## config.mk

```make
export PLATFORM = sky130hd
export DESIGN_NAME = exram_port
export DESIGN_NICKNAME = d
export VERILOG_FILES = /design/src/logic/exram_pkg.sv /design/src/logic/exram_fifo.sv /design/src/logic/exram_port.sv
export VERILOG_INCLUDE_DIRS = /design/src /design/src/logic
export SDC_FILE = /design/constraint.sdc
export NUM_CORES = 2
export LEC_CHECK = 0
export ABC_AREA = 0
export BUFFER_PORTS_ARGS = -buffer_cell sky130_fd_sc_hd__buf_2
export CAP_MARGIN = 20
export CELL_PAD_IN_SITES_DETAIL_PLACEMENT = 1
export CELL_PAD_IN_SITES_GLOBAL_PLACEMENT = 2
export CORE_MARGIN = 2
export CORE_UTILIZATION = 50
export CTS_BUF_LIST = sky130_fd_sc_hd__clkbuf_4
export DETAILED_ROUTE_END_ITERATION = 10
export GPL_ROUTABILITY_DRIVEN = 0
export PLACE_DENSITY_LB_ADDON = 0.1
export SLEW_MARGIN = 30
export SYNTH_ARGS = -nofsm -noshare
export SYNTH_HDL_FRONTEND = slang
export SYNTH_SLANG_ARGS = --single-unit
```

## constraint.sdc

```tcl
create_clock -name clk -period 3.11 [get_ports clk]
set_input_delay 0.311 -clock clk [delete_from_list [all_inputs] [get_ports clk]]
set_output_delay 0.311 -clock clk [all_outputs]
set_load 0.05 [all_outputs]
```

## src/logic/exram_defines.svh

```systemverilog
// Register offsets, field positions, reset values and sizes of the extended RAM port.
`ifndef EXRAM_DEFINES_SVH
`define EXRAM_DEFINES_SVH

`define EXRAM_ADDR_W 5
`define EXRAM_OFS_STATUS 5'h0e
`define EXRAM_OFS_CONTROL 5'h0f
`define EXRAM_OFS_POINTER 5'h10
`define EXRAM_OFS_DATA 5'h13
`define EXRAM_BIT_MAIN_LOW 7
`define EXRAM_BIT_AUX_LOW 6
`define EXRAM_BIT_WBUF_FULL 0
`define EXRAM_BIT_BURST 5
`define EXRAM_RST_POINTER 8'h00
`define EXRAM_RST_BURST 1'b0
`define EXRAM_RST_BYTE 8'h00
`define EXRAM_DEPTH 256
`define EXRAM_WBUF_DEPTH 4

`endif

```

## src/logic/exram_pkg.sv

```systemverilog
// Types shared by the extended RAM port.
`default_nettype none
package exram_pkg;
   typedef enum logic {EXRAM_IDLE, EXRAM_ACCESS} exram_bus_state_type;
endpackage
`default_nettype wire

```

## src/logic/exram_fifo.sv

```systemverilog
// Small flip-flop FIFO with valid and ready on both sides.
`default_nettype none
module exram_fifo #(
   parameter int WIDTH = 16,
   parameter int DEPTH = 4
) (
   input wire logic clk, // System clock.
   input wire logic rst_n, // Synchronised reset, active low.
   input wire logic in_valid, // Source offers a word.
   output logic in_ready, // FIFO can take a word.
   input wire logic [WIDTH-1:0] in_data, // Word offered.
   output logic out_valid, // FIFO holds a word.
   input wire logic out_ready, // Sink takes the word.
   output logic [WIDTH-1:0] out_data // Oldest word.
);
   localparam int PW = $clog2(DEPTH);

   logic [WIDTH-1:0] store [DEPTH];
   logic [WIDTH-1:0] next_store [DEPTH];
   logic [PW-1:0] rd_idx, next_rd_idx, wr_idx, next_wr_idx;
   logic [PW:0] count, next_count;
   logic push, pop;

   // Full and empty come from the count alone, so they never lie about room.
   assign in_ready = (count < (PW+1)'(DEPTH));
   assign out_valid = (count != '0);
   assign out_data = store[rd_idx];
   assign push = in_valid && in_ready;
   assign pop = out_valid && out_ready;

   // Next indices, count and contents.
   always_comb begin
      next_store = store;
      next_rd_idx = rd_idx;
      next_wr_idx = wr_idx;
      next_count = count;
      if (push) begin
         next_store[wr_idx] = in_data;
         next_wr_idx = (wr_idx == PW'(DEPTH - 1)) ? '0 : wr_idx + 1'b1;
      end
      if (pop) begin
         next_rd_idx = (rd_idx == PW'(DEPTH - 1)) ? '0 : rd_idx + 1'b1;
      end
      if (push && !pop) begin
         next_count = count + 1'b1;
      end else if (pop && !push) begin
         next_count = count - 1'b1;
      end
   end

   // Register the state; contents need no reset since count guards them.
   always_ff @(posedge clk or negedge rst_n) begin
      if (!rst_n) begin
         rd_idx <= '0;
         wr_idx <= '0;
         count <= '0;
      end else begin
         rd_idx <= next_rd_idx;
         wr_idx <= next_wr_idx;
         count <= next_count;
      end
   end

   // Storage is data only.
   always_ff @(posedge clk) begin
      store <= next_store;
   end
endmodule
`default_nettype wire

```

## src/logic/exram_port.sv

```systemverilog
// Extended RAM access port with pointer, data window, burst advance and battery flags.
//
// Functional notes
// - Battery low flags read one while below threshold.
// - Memory holds 256 bytes, 8-bit pointer.
// - Pointer register write loads the memory pointer.
// - Data window reads and writes pointed byte.
// - Burst off keeps the pointer unchanged.
// - Pointer advances only with burst enable set.
// - Burst advances at strobe rise, data window only.
// - Pointer wraps from top to zero.
`include "exram_defines.svh"
`default_nettype none
module exram_port
   import exram_pkg::*;
(
   input wire logic clk, // 10 MHz system clock.
   input wire logic arst_n, // Asynchronous reset, active low.
   input wire logic ce_n, // Chip enable pin, active low.
   input wire logic oe_n, // Output enable pin, active low.
   input wire logic we_n, // Write enable pin, active low.
   input wire logic [4:0] addr, // Register address pins.
   input wire logic [7:0] data_in, // Data pins as driven by the host.
   output logic [7:0] data_out, // Data driven onto the pins.
   output logic data_oe, // High while the port drives the data pins.
   input wire logic main_battery_below, // Comparator: main backup battery under threshold.
   input wire logic aux_battery_below // Comparator: auxiliary battery under threshold.
);
   localparam int PIN_W = 18;

   ////////////////////////////////////////////////////////////////////////////////
   // Reset release and pin synchronisers.

   logic [1:0] rst_sync;
   logic rst_n;
   logic [PIN_W-1:0] pins_a, pins_b;
   logic s_ce_n, s_oe_n, s_we_n, main_battery_low_flag, aux_battery_low_flag;
   logic [4:0] s_addr;
   logic [7:0] s_data;

   // Reset is applied asynchronously but is released on the clock.
   always_ff @(posedge clk or negedge arst_n) begin
      if (!arst_n) begin
         rst_sync <= 2'b00;
      end else begin
         rst_sync <= {rst_sync[0], 1'b1};
      end
   end
   assign rst_n = rst_sync[1];

   // Every pin passes two flops; only the second stage is used.
   always_ff @(posedge clk or negedge rst_n) begin
      if (!rst_n) begin
         pins_a <= {3'b111, {(PIN_W-3){1'b0}}};
         pins_b <= {3'b111, {(PIN_W-3){1'b0}}};
      end else begin
         pins_a <= {ce_n, oe_n, we_n, addr, data_in, main_battery_below, aux_battery_below};
         pins_b <= pins_a;
      end
   end
   // The synchronised comparator levels are the flags themselves.
   assign {s_ce_n, s_oe_n, s_we_n, s_addr, s_data, main_battery_low_flag,
           aux_battery_low_flag} = pins_b;

   ////////////////////////////////////////////////////////////////////////////////
   // Bus access tracking and register state.

   exram_bus_state_type state, next_state;
   logic [4:0] acc_addr, next_acc_addr;
   logic [7:0] acc_data, next_acc_data;
   logic acc_write, next_acc_write;
   logic [7:0] pointer, next_pointer;
   logic burst_increment_enable, next_burst;
   logic active, end_ev, push, push_ready, drain_valid, drain_ready, advance;
   logic [15:0] drain_word;

   // A write is seen when write enable is low, whatever output enable does.
   assign active = !s_ce_n && (!s_oe_n || !s_we_n);
   // The access ends when chip enable rises or both enables are high; one event per access.
   assign end_ev = (state == EXRAM_ACCESS) && !active;
   assign push = end_ev && acc_write && (acc_addr == `EXRAM_OFS_DATA);
   // A data write that finds the buffer full is dropped and does not advance.
   assign advance = end_ev && burst_increment_enable && (acc_addr == `EXRAM_OFS_DATA) &&
                    (!acc_write || push_ready);

   // Next access record, pointer and burst bit.
   always_comb begin
      next_state = active ? EXRAM_ACCESS : EXRAM_IDLE;
      next_acc_addr = acc_addr;
      next_acc_data = acc_data;
      next_acc_write = acc_write;
      next_pointer = pointer;
      next_burst = burst_increment_enable;
      if (active) begin
         // Address and data are taken up to the last cycle before the strobe rises.
         next_acc_addr = s_addr;
         next_acc_data = s_data;
         next_acc_write = !s_we_n;
      end
      if (end_ev && acc_write && (acc_addr == `EXRAM_OFS_POINTER)) begin
         next_pointer = acc_data;
      end else if (advance) begin
         next_pointer = pointer + 8'h01;
      end
      if (end_ev && acc_write && (acc_addr == `EXRAM_OFS_CONTROL)) begin
         next_burst = acc_data[`EXRAM_BIT_BURST];
      end
   end

   // Register the access record, pointer and burst bit.
   always_ff @(posedge clk or negedge rst_n) begin
      if (!rst_n) begin
         state <= EXRAM_IDLE;
         acc_addr <= 5'h00;
         acc_data <= `EXRAM_RST_BYTE;
         acc_write <= 1'b0;
         pointer <= `EXRAM_RST_POINTER;
         burst_increment_enable <= `EXRAM_RST_BURST;
      end else begin
         state <= next_state;
         acc_addr <= next_acc_addr;
         acc_data <= next_acc_data;
         acc_write <= next_acc_write;
         pointer <= next_pointer;
         burst_increment_enable <= next_burst;
      end
   end

   ////////////////////////////////////////////////////////////////////////////////
   // Write buffer and memory array.

   logic [7:0] mem [`EXRAM_DEPTH];
   logic [7:0] next_mem [`EXRAM_DEPTH];
   logic reading;

   assign reading = active && s_we_n;
   // The single memory port serves reads first; writes wait in the buffer.
   assign drain_ready = !reading;

   exram_fifo #(
      .WIDTH(16),
      .DEPTH(`EXRAM_WBUF_DEPTH)
   ) u_wbuf (
      .clk(clk),
      .rst_n(rst_n),
      .in_valid(push),
      .in_ready(push_ready),
      .in_data({pointer, acc_data}),
      .out_valid(drain_valid),
      .out_ready(drain_ready),
      .out_data(drain_word)
   );

   // One write port per entry; battery-backed contents are not reset.
   genvar gi;
   generate
      for (gi = 0; gi < `EXRAM_DEPTH; gi++) begin : g_mem
         always_comb begin
            next_mem[gi] = mem[gi];
            if (drain_valid && drain_ready && (drain_word[15:8] == 8'(gi))) begin
               next_mem[gi] = drain_word[7:0];
            end
         end
         always_ff @(posedge clk) begin
            mem[gi] <= next_mem[gi];
         end
      end
   endgenerate

   ////////////////////////////////////////////////////////////////////////////////
   // Read data path.

   logic [7:0] next_data_out;
   logic next_data_oe;

   // Address decode for reads; unmapped addresses read zero.
   always_comb begin
      next_data_oe = reading && !s_oe_n;
      next_data_out = 8'h00;
      if (s_addr == `EXRAM_OFS_POINTER) begin
         next_data_out = pointer;
      end else if (s_addr == `EXRAM_OFS_DATA) begin
         next_data_out = mem[pointer];
      end else if (s_addr == `EXRAM_OFS_CONTROL) begin
         next_data_out[`EXRAM_BIT_BURST] = burst_increment_enable;
      end else if (s_addr == `EXRAM_OFS_STATUS) begin
         next_data_out[`EXRAM_BIT_MAIN_LOW] = main_battery_low_flag;
         next_data_out[`EXRAM_BIT_AUX_LOW] = aux_battery_low_flag;
         next_data_out[`EXRAM_BIT_WBUF_FULL] = !push_ready;
      end
   end

   // Pin outputs come straight from flops.
   always_ff @(posedge clk or negedge rst_n) begin
      if (!rst_n) begin
         data_out <= 8'h00;
         data_oe <= 1'b0;
      end else begin
         data_out <= next_data_out;
         data_oe <= next_data_oe;
      end
   end

   ////////////////////////////////////////////////////////////////////////////////
   // Assertions.

   logic [7:0] mem_at_ptr;
   assign mem_at_ptr = mem[pointer];
endmodule
`default_nettype wire
```

==> run metrics <==
hold_ws 0.1676 ns; Avg Cell Area, Syn about 22 um2; pwr/cell area 862.6 nW/um2; DRT iter0 DRCs 5,459; Worst Reg2Reg Path Length in Cells 11; Placed Area 92,190 um2; Design Power 87,420 uW; sequential area share after synthesis 0.7725; Layout fillers 14.35k; row count 150; met2 WL 122.8 mm; vias in the first global route between 40k and 50k; Routed Antenna Nets 0; DR pass1 iterations 5; final hold vios 0; setup TNS -0.3039 ns; Yosys cell types 64; Post-Syn Area ~85,000 um2; global route overflow 0; slowest stage cell, crit path mux4_2; CTS buffer count 584; Setup CP Type flip-flop to flip-flop; combinational power share 0.290; Detailed Place HPWL 167.9 mm; R2R Setup Slk -0.1 ns; maxcap violations 0; leading area contributor after synthesis edfxtp_1; worst endpoint required time around 4.3 ns; Mapped Nets 3,947; top cells by area, synth edfxtp_1 75%, mux4_2 15%, dfrtp_1 2.1%; failing checks setup timing; P&R area growth vs syn 19.74%; flops & latches, synth 2,190; DRC Markers 0; die width slightly above 400 um; H-tree depth 6; Min-Delay Endpoint pins_a[11]; CTS tree built; Layout Nets 5,073; clk_lat worst skew between 1 and 1.5 ns; Starting Density 0.5050; Sw Share 0.3150; die height 415.4 um; fraction of registers with async set/reset 0.03562; met1 WL approximately 100 mm; HP Class input port to flip-flop; initial antenna violation count 6; Hold Path Origin addr[1]; pre-CTS setup slack -0.4375 ns; Via density a little over 6; I/O pin cnt 29; multi-input logic area 18,680 um2; Int Power 59,890 uW; max incr delay on CP about 0.53 ns; routed wire length per instance between 30 and 40 um; first-pass GRT wire length around 370 mm; Pleak roughly 0.034 uW; EDFF count, synth between 2k and 2.5k; most used cell, CP mux4_2; IO buf count 28; gr usage total 0.3005; Slew HR 0.2164; post-route cell area 101,300 um2; CP Capture Type flip-flop; clk root buf clkbuf_4; YS warnings 0; met3 wire length ~23 mm; layout cells sized above 1 0.4197; sequential power share 0.429; Worst Path Arrival about 4.4 ns; CORE AREA 167,600 um2; status complete, but fails checks; TritonCTS Sinks between 2k and 2.5k; setup ws final -0.09765 ns; highest metal used met5; Slew @ Worst Pin approximately 1.2 ns; Worst Hold Path Cells 3; R2R Path Start pointer[0]; final wirelength approximately 260 mm; critical path, cell by cell buf_6 -> buf_12 -> buf_16 -> mux4_2 -> mux4_2 -> mux2i_1 -> buf_4 -> nor3b_2 -> a221oi_4 -> o21ai_4 -> a41o_1; max-slew violations 0; Startpoint Class flip-flop; top cell type's share of synthesized area 0.7494; clock slew at reported path FFs 0.06 ns; register area approximately 65,000 um2; total number of vias 46.67k; post-synthesis cell count slightly below 4k; final setup violation count 5; unrepaired setup endpoints after global routing yes; fmax 311.8 MHz; Clk pwr share 0.281; main flop type after synthesis edfxtp_1; Critical Path Fanout Max 5; peak supply drop around 0.73 mV; Period minus WS final approximately 3.2 ns; Max Buffers Root-to-Sink 4; crit share post-route 1.031; switching pwr around 28,000 uW; die area 172,600 um2; count leader, synth edfxtp_1; worst reg2reg endpoint data_out[1]; largest net degree at the start of global routing 141; Clock Skew between 0.08 and 0.09 ns; top post-synthesis cells by count 2,112 x edfxtp_1, 566 x mux4_2, 285 x nor2_1, 154 x nand2_1, 118 x mux2i_1
## how the worst max path moves through the flow
stage                     start     endpoint  slack [ns]  cells past startpoint
2_1_floorplan  u_wbuf.rd_idx[0]    mem[0][0]       -0.52                      3
3_3_place_gp         pointer[0]  data_out[1]       -0.41                      8
3_5_place_dp         pointer[0]  data_out[1]       -0.44                      8
4_1_cts              pointer[0]  data_out[2]       -0.02                     10
5_1_grt        u_wbuf.rd_idx[0]   mem[43][1]       -0.12                      7
6_report             pointer[0]  data_out[1]        -0.1                     11
## final cells by class
| type | instances | share of cell area |
|---|---|---|
| flip-flops and latches | 2190 | 0.6454 |
| multi-input cells | 1493 | 0.1843 |
| repair buffers | 764 | 0.07360 |
| clock buffers | 837 | 0.06200 |
| well taps | 2204 | 0.02721 |
| clock inverters | 129 | 0.006840 |
| inverters | 12 | 0.0005309 |
| diodes | 7 | 0.0001728 |
## stage by stage
step             util  cells
2_1_floorplan       -   3919
3_3_place_gp   0.5501   6537
3_5_place_dp   0.5501   6537
4_1_cts        0.5985   7569
5_1_grt        0.6047   7634
6_report       0.6047   7636
## cell usage in the layout (no fill, tap or decap), drive strengths merged, types with 12 or more instances in the layout
master       Yosys  routed
buf            135     707
dfrtp           72      72
clkbuf          89     845
a22oi           26      26
mux4           566     566
edfxtp        2112    2112
nand3           36      36
nand2b          13      13
inv             11      20
nor2           285     285
dlygate4sd3      0      47
and2            15      15
o22ai           16      16
mux2i          118     118
o21ai           35      35
nand2          154     154
nor3            30      30
a221oi          17      17
a211oi          12      12
clkinv           1     113
a21oi           24      24
nor2b           25      25
## per-layer routing
| metal | vias up | track usage |
|---|---|---|
| met5 | - | 0 |
| met1 | 24930 | 0.4184 |
| met2 | 2392 | 0.4632 |
| met4 | 4 | 0.1251 |
| met3 | 479 | 0.06762 |
| li1 | 18870 | - |
## logic make-up (layout without fill, tap and decap cells)
| kind of cell | after synthesis | count (layout) | synth area share |
|---|---|---|---|
| compound gates | 191 | 191 | 0.01601 |
| xor+xnor | 6 | 6 | 0.0006210 |
| fa+ha+maj | 8 | 8 | 0.001271 |
| buf+inv | 236 | 1742 | 0.01365 |
| flops | 2190 | 2190 | 0.7725 |
| mux | 690 | 690 | 0.1654 |
| other cells | 1 | 8 | 0.00004431 |
| simple gates | 597 | 597 | 0.03051 |
## registers in the layout, summed over array words and instances, names as in the netlist, 2 cells and up
signal,flops
mem,2048
u_wbuf.store,64
pins_a,18
pins_b,18
acc_data,8
data_out,8
pointer,8
acc_addr,5
u_wbuf.count,3
rst_sync,2
u_wbuf.rd_idx,2
u_wbuf.wr_idx,2
## worst max-delay path, delay by kind of cell, from the launching register on
kind	cells	cell delay, ns
multiplexers	3	1.20
AO/OA/AOI/OAI	3	0.72
buffers and inverters	4	0.61
flip-flops	1	0.44
AND/OR/NAND/NOR	1	0.05
## power groups by stage
stage               Combinational, uW  Sequential, uW  Clock (uW)
finish                          25400           37500       24600
global route                    26400           37500       26500
CTS                             24400           37500       25100
detailed placement              23500           38200           0
global placement                22700           38100           0
floorplan                       11900           38400           0
## repair_timing
item	CTS	global route
pin swaps	10	21
setup endpoints to repair	378	251
buffers inserted	16	53
hold buffers	47	0
hold endpoints to repair	20	0
cloned	4	8
resized for setup	82	86
No activity file was read; power rests on OpenSTA's default activity.
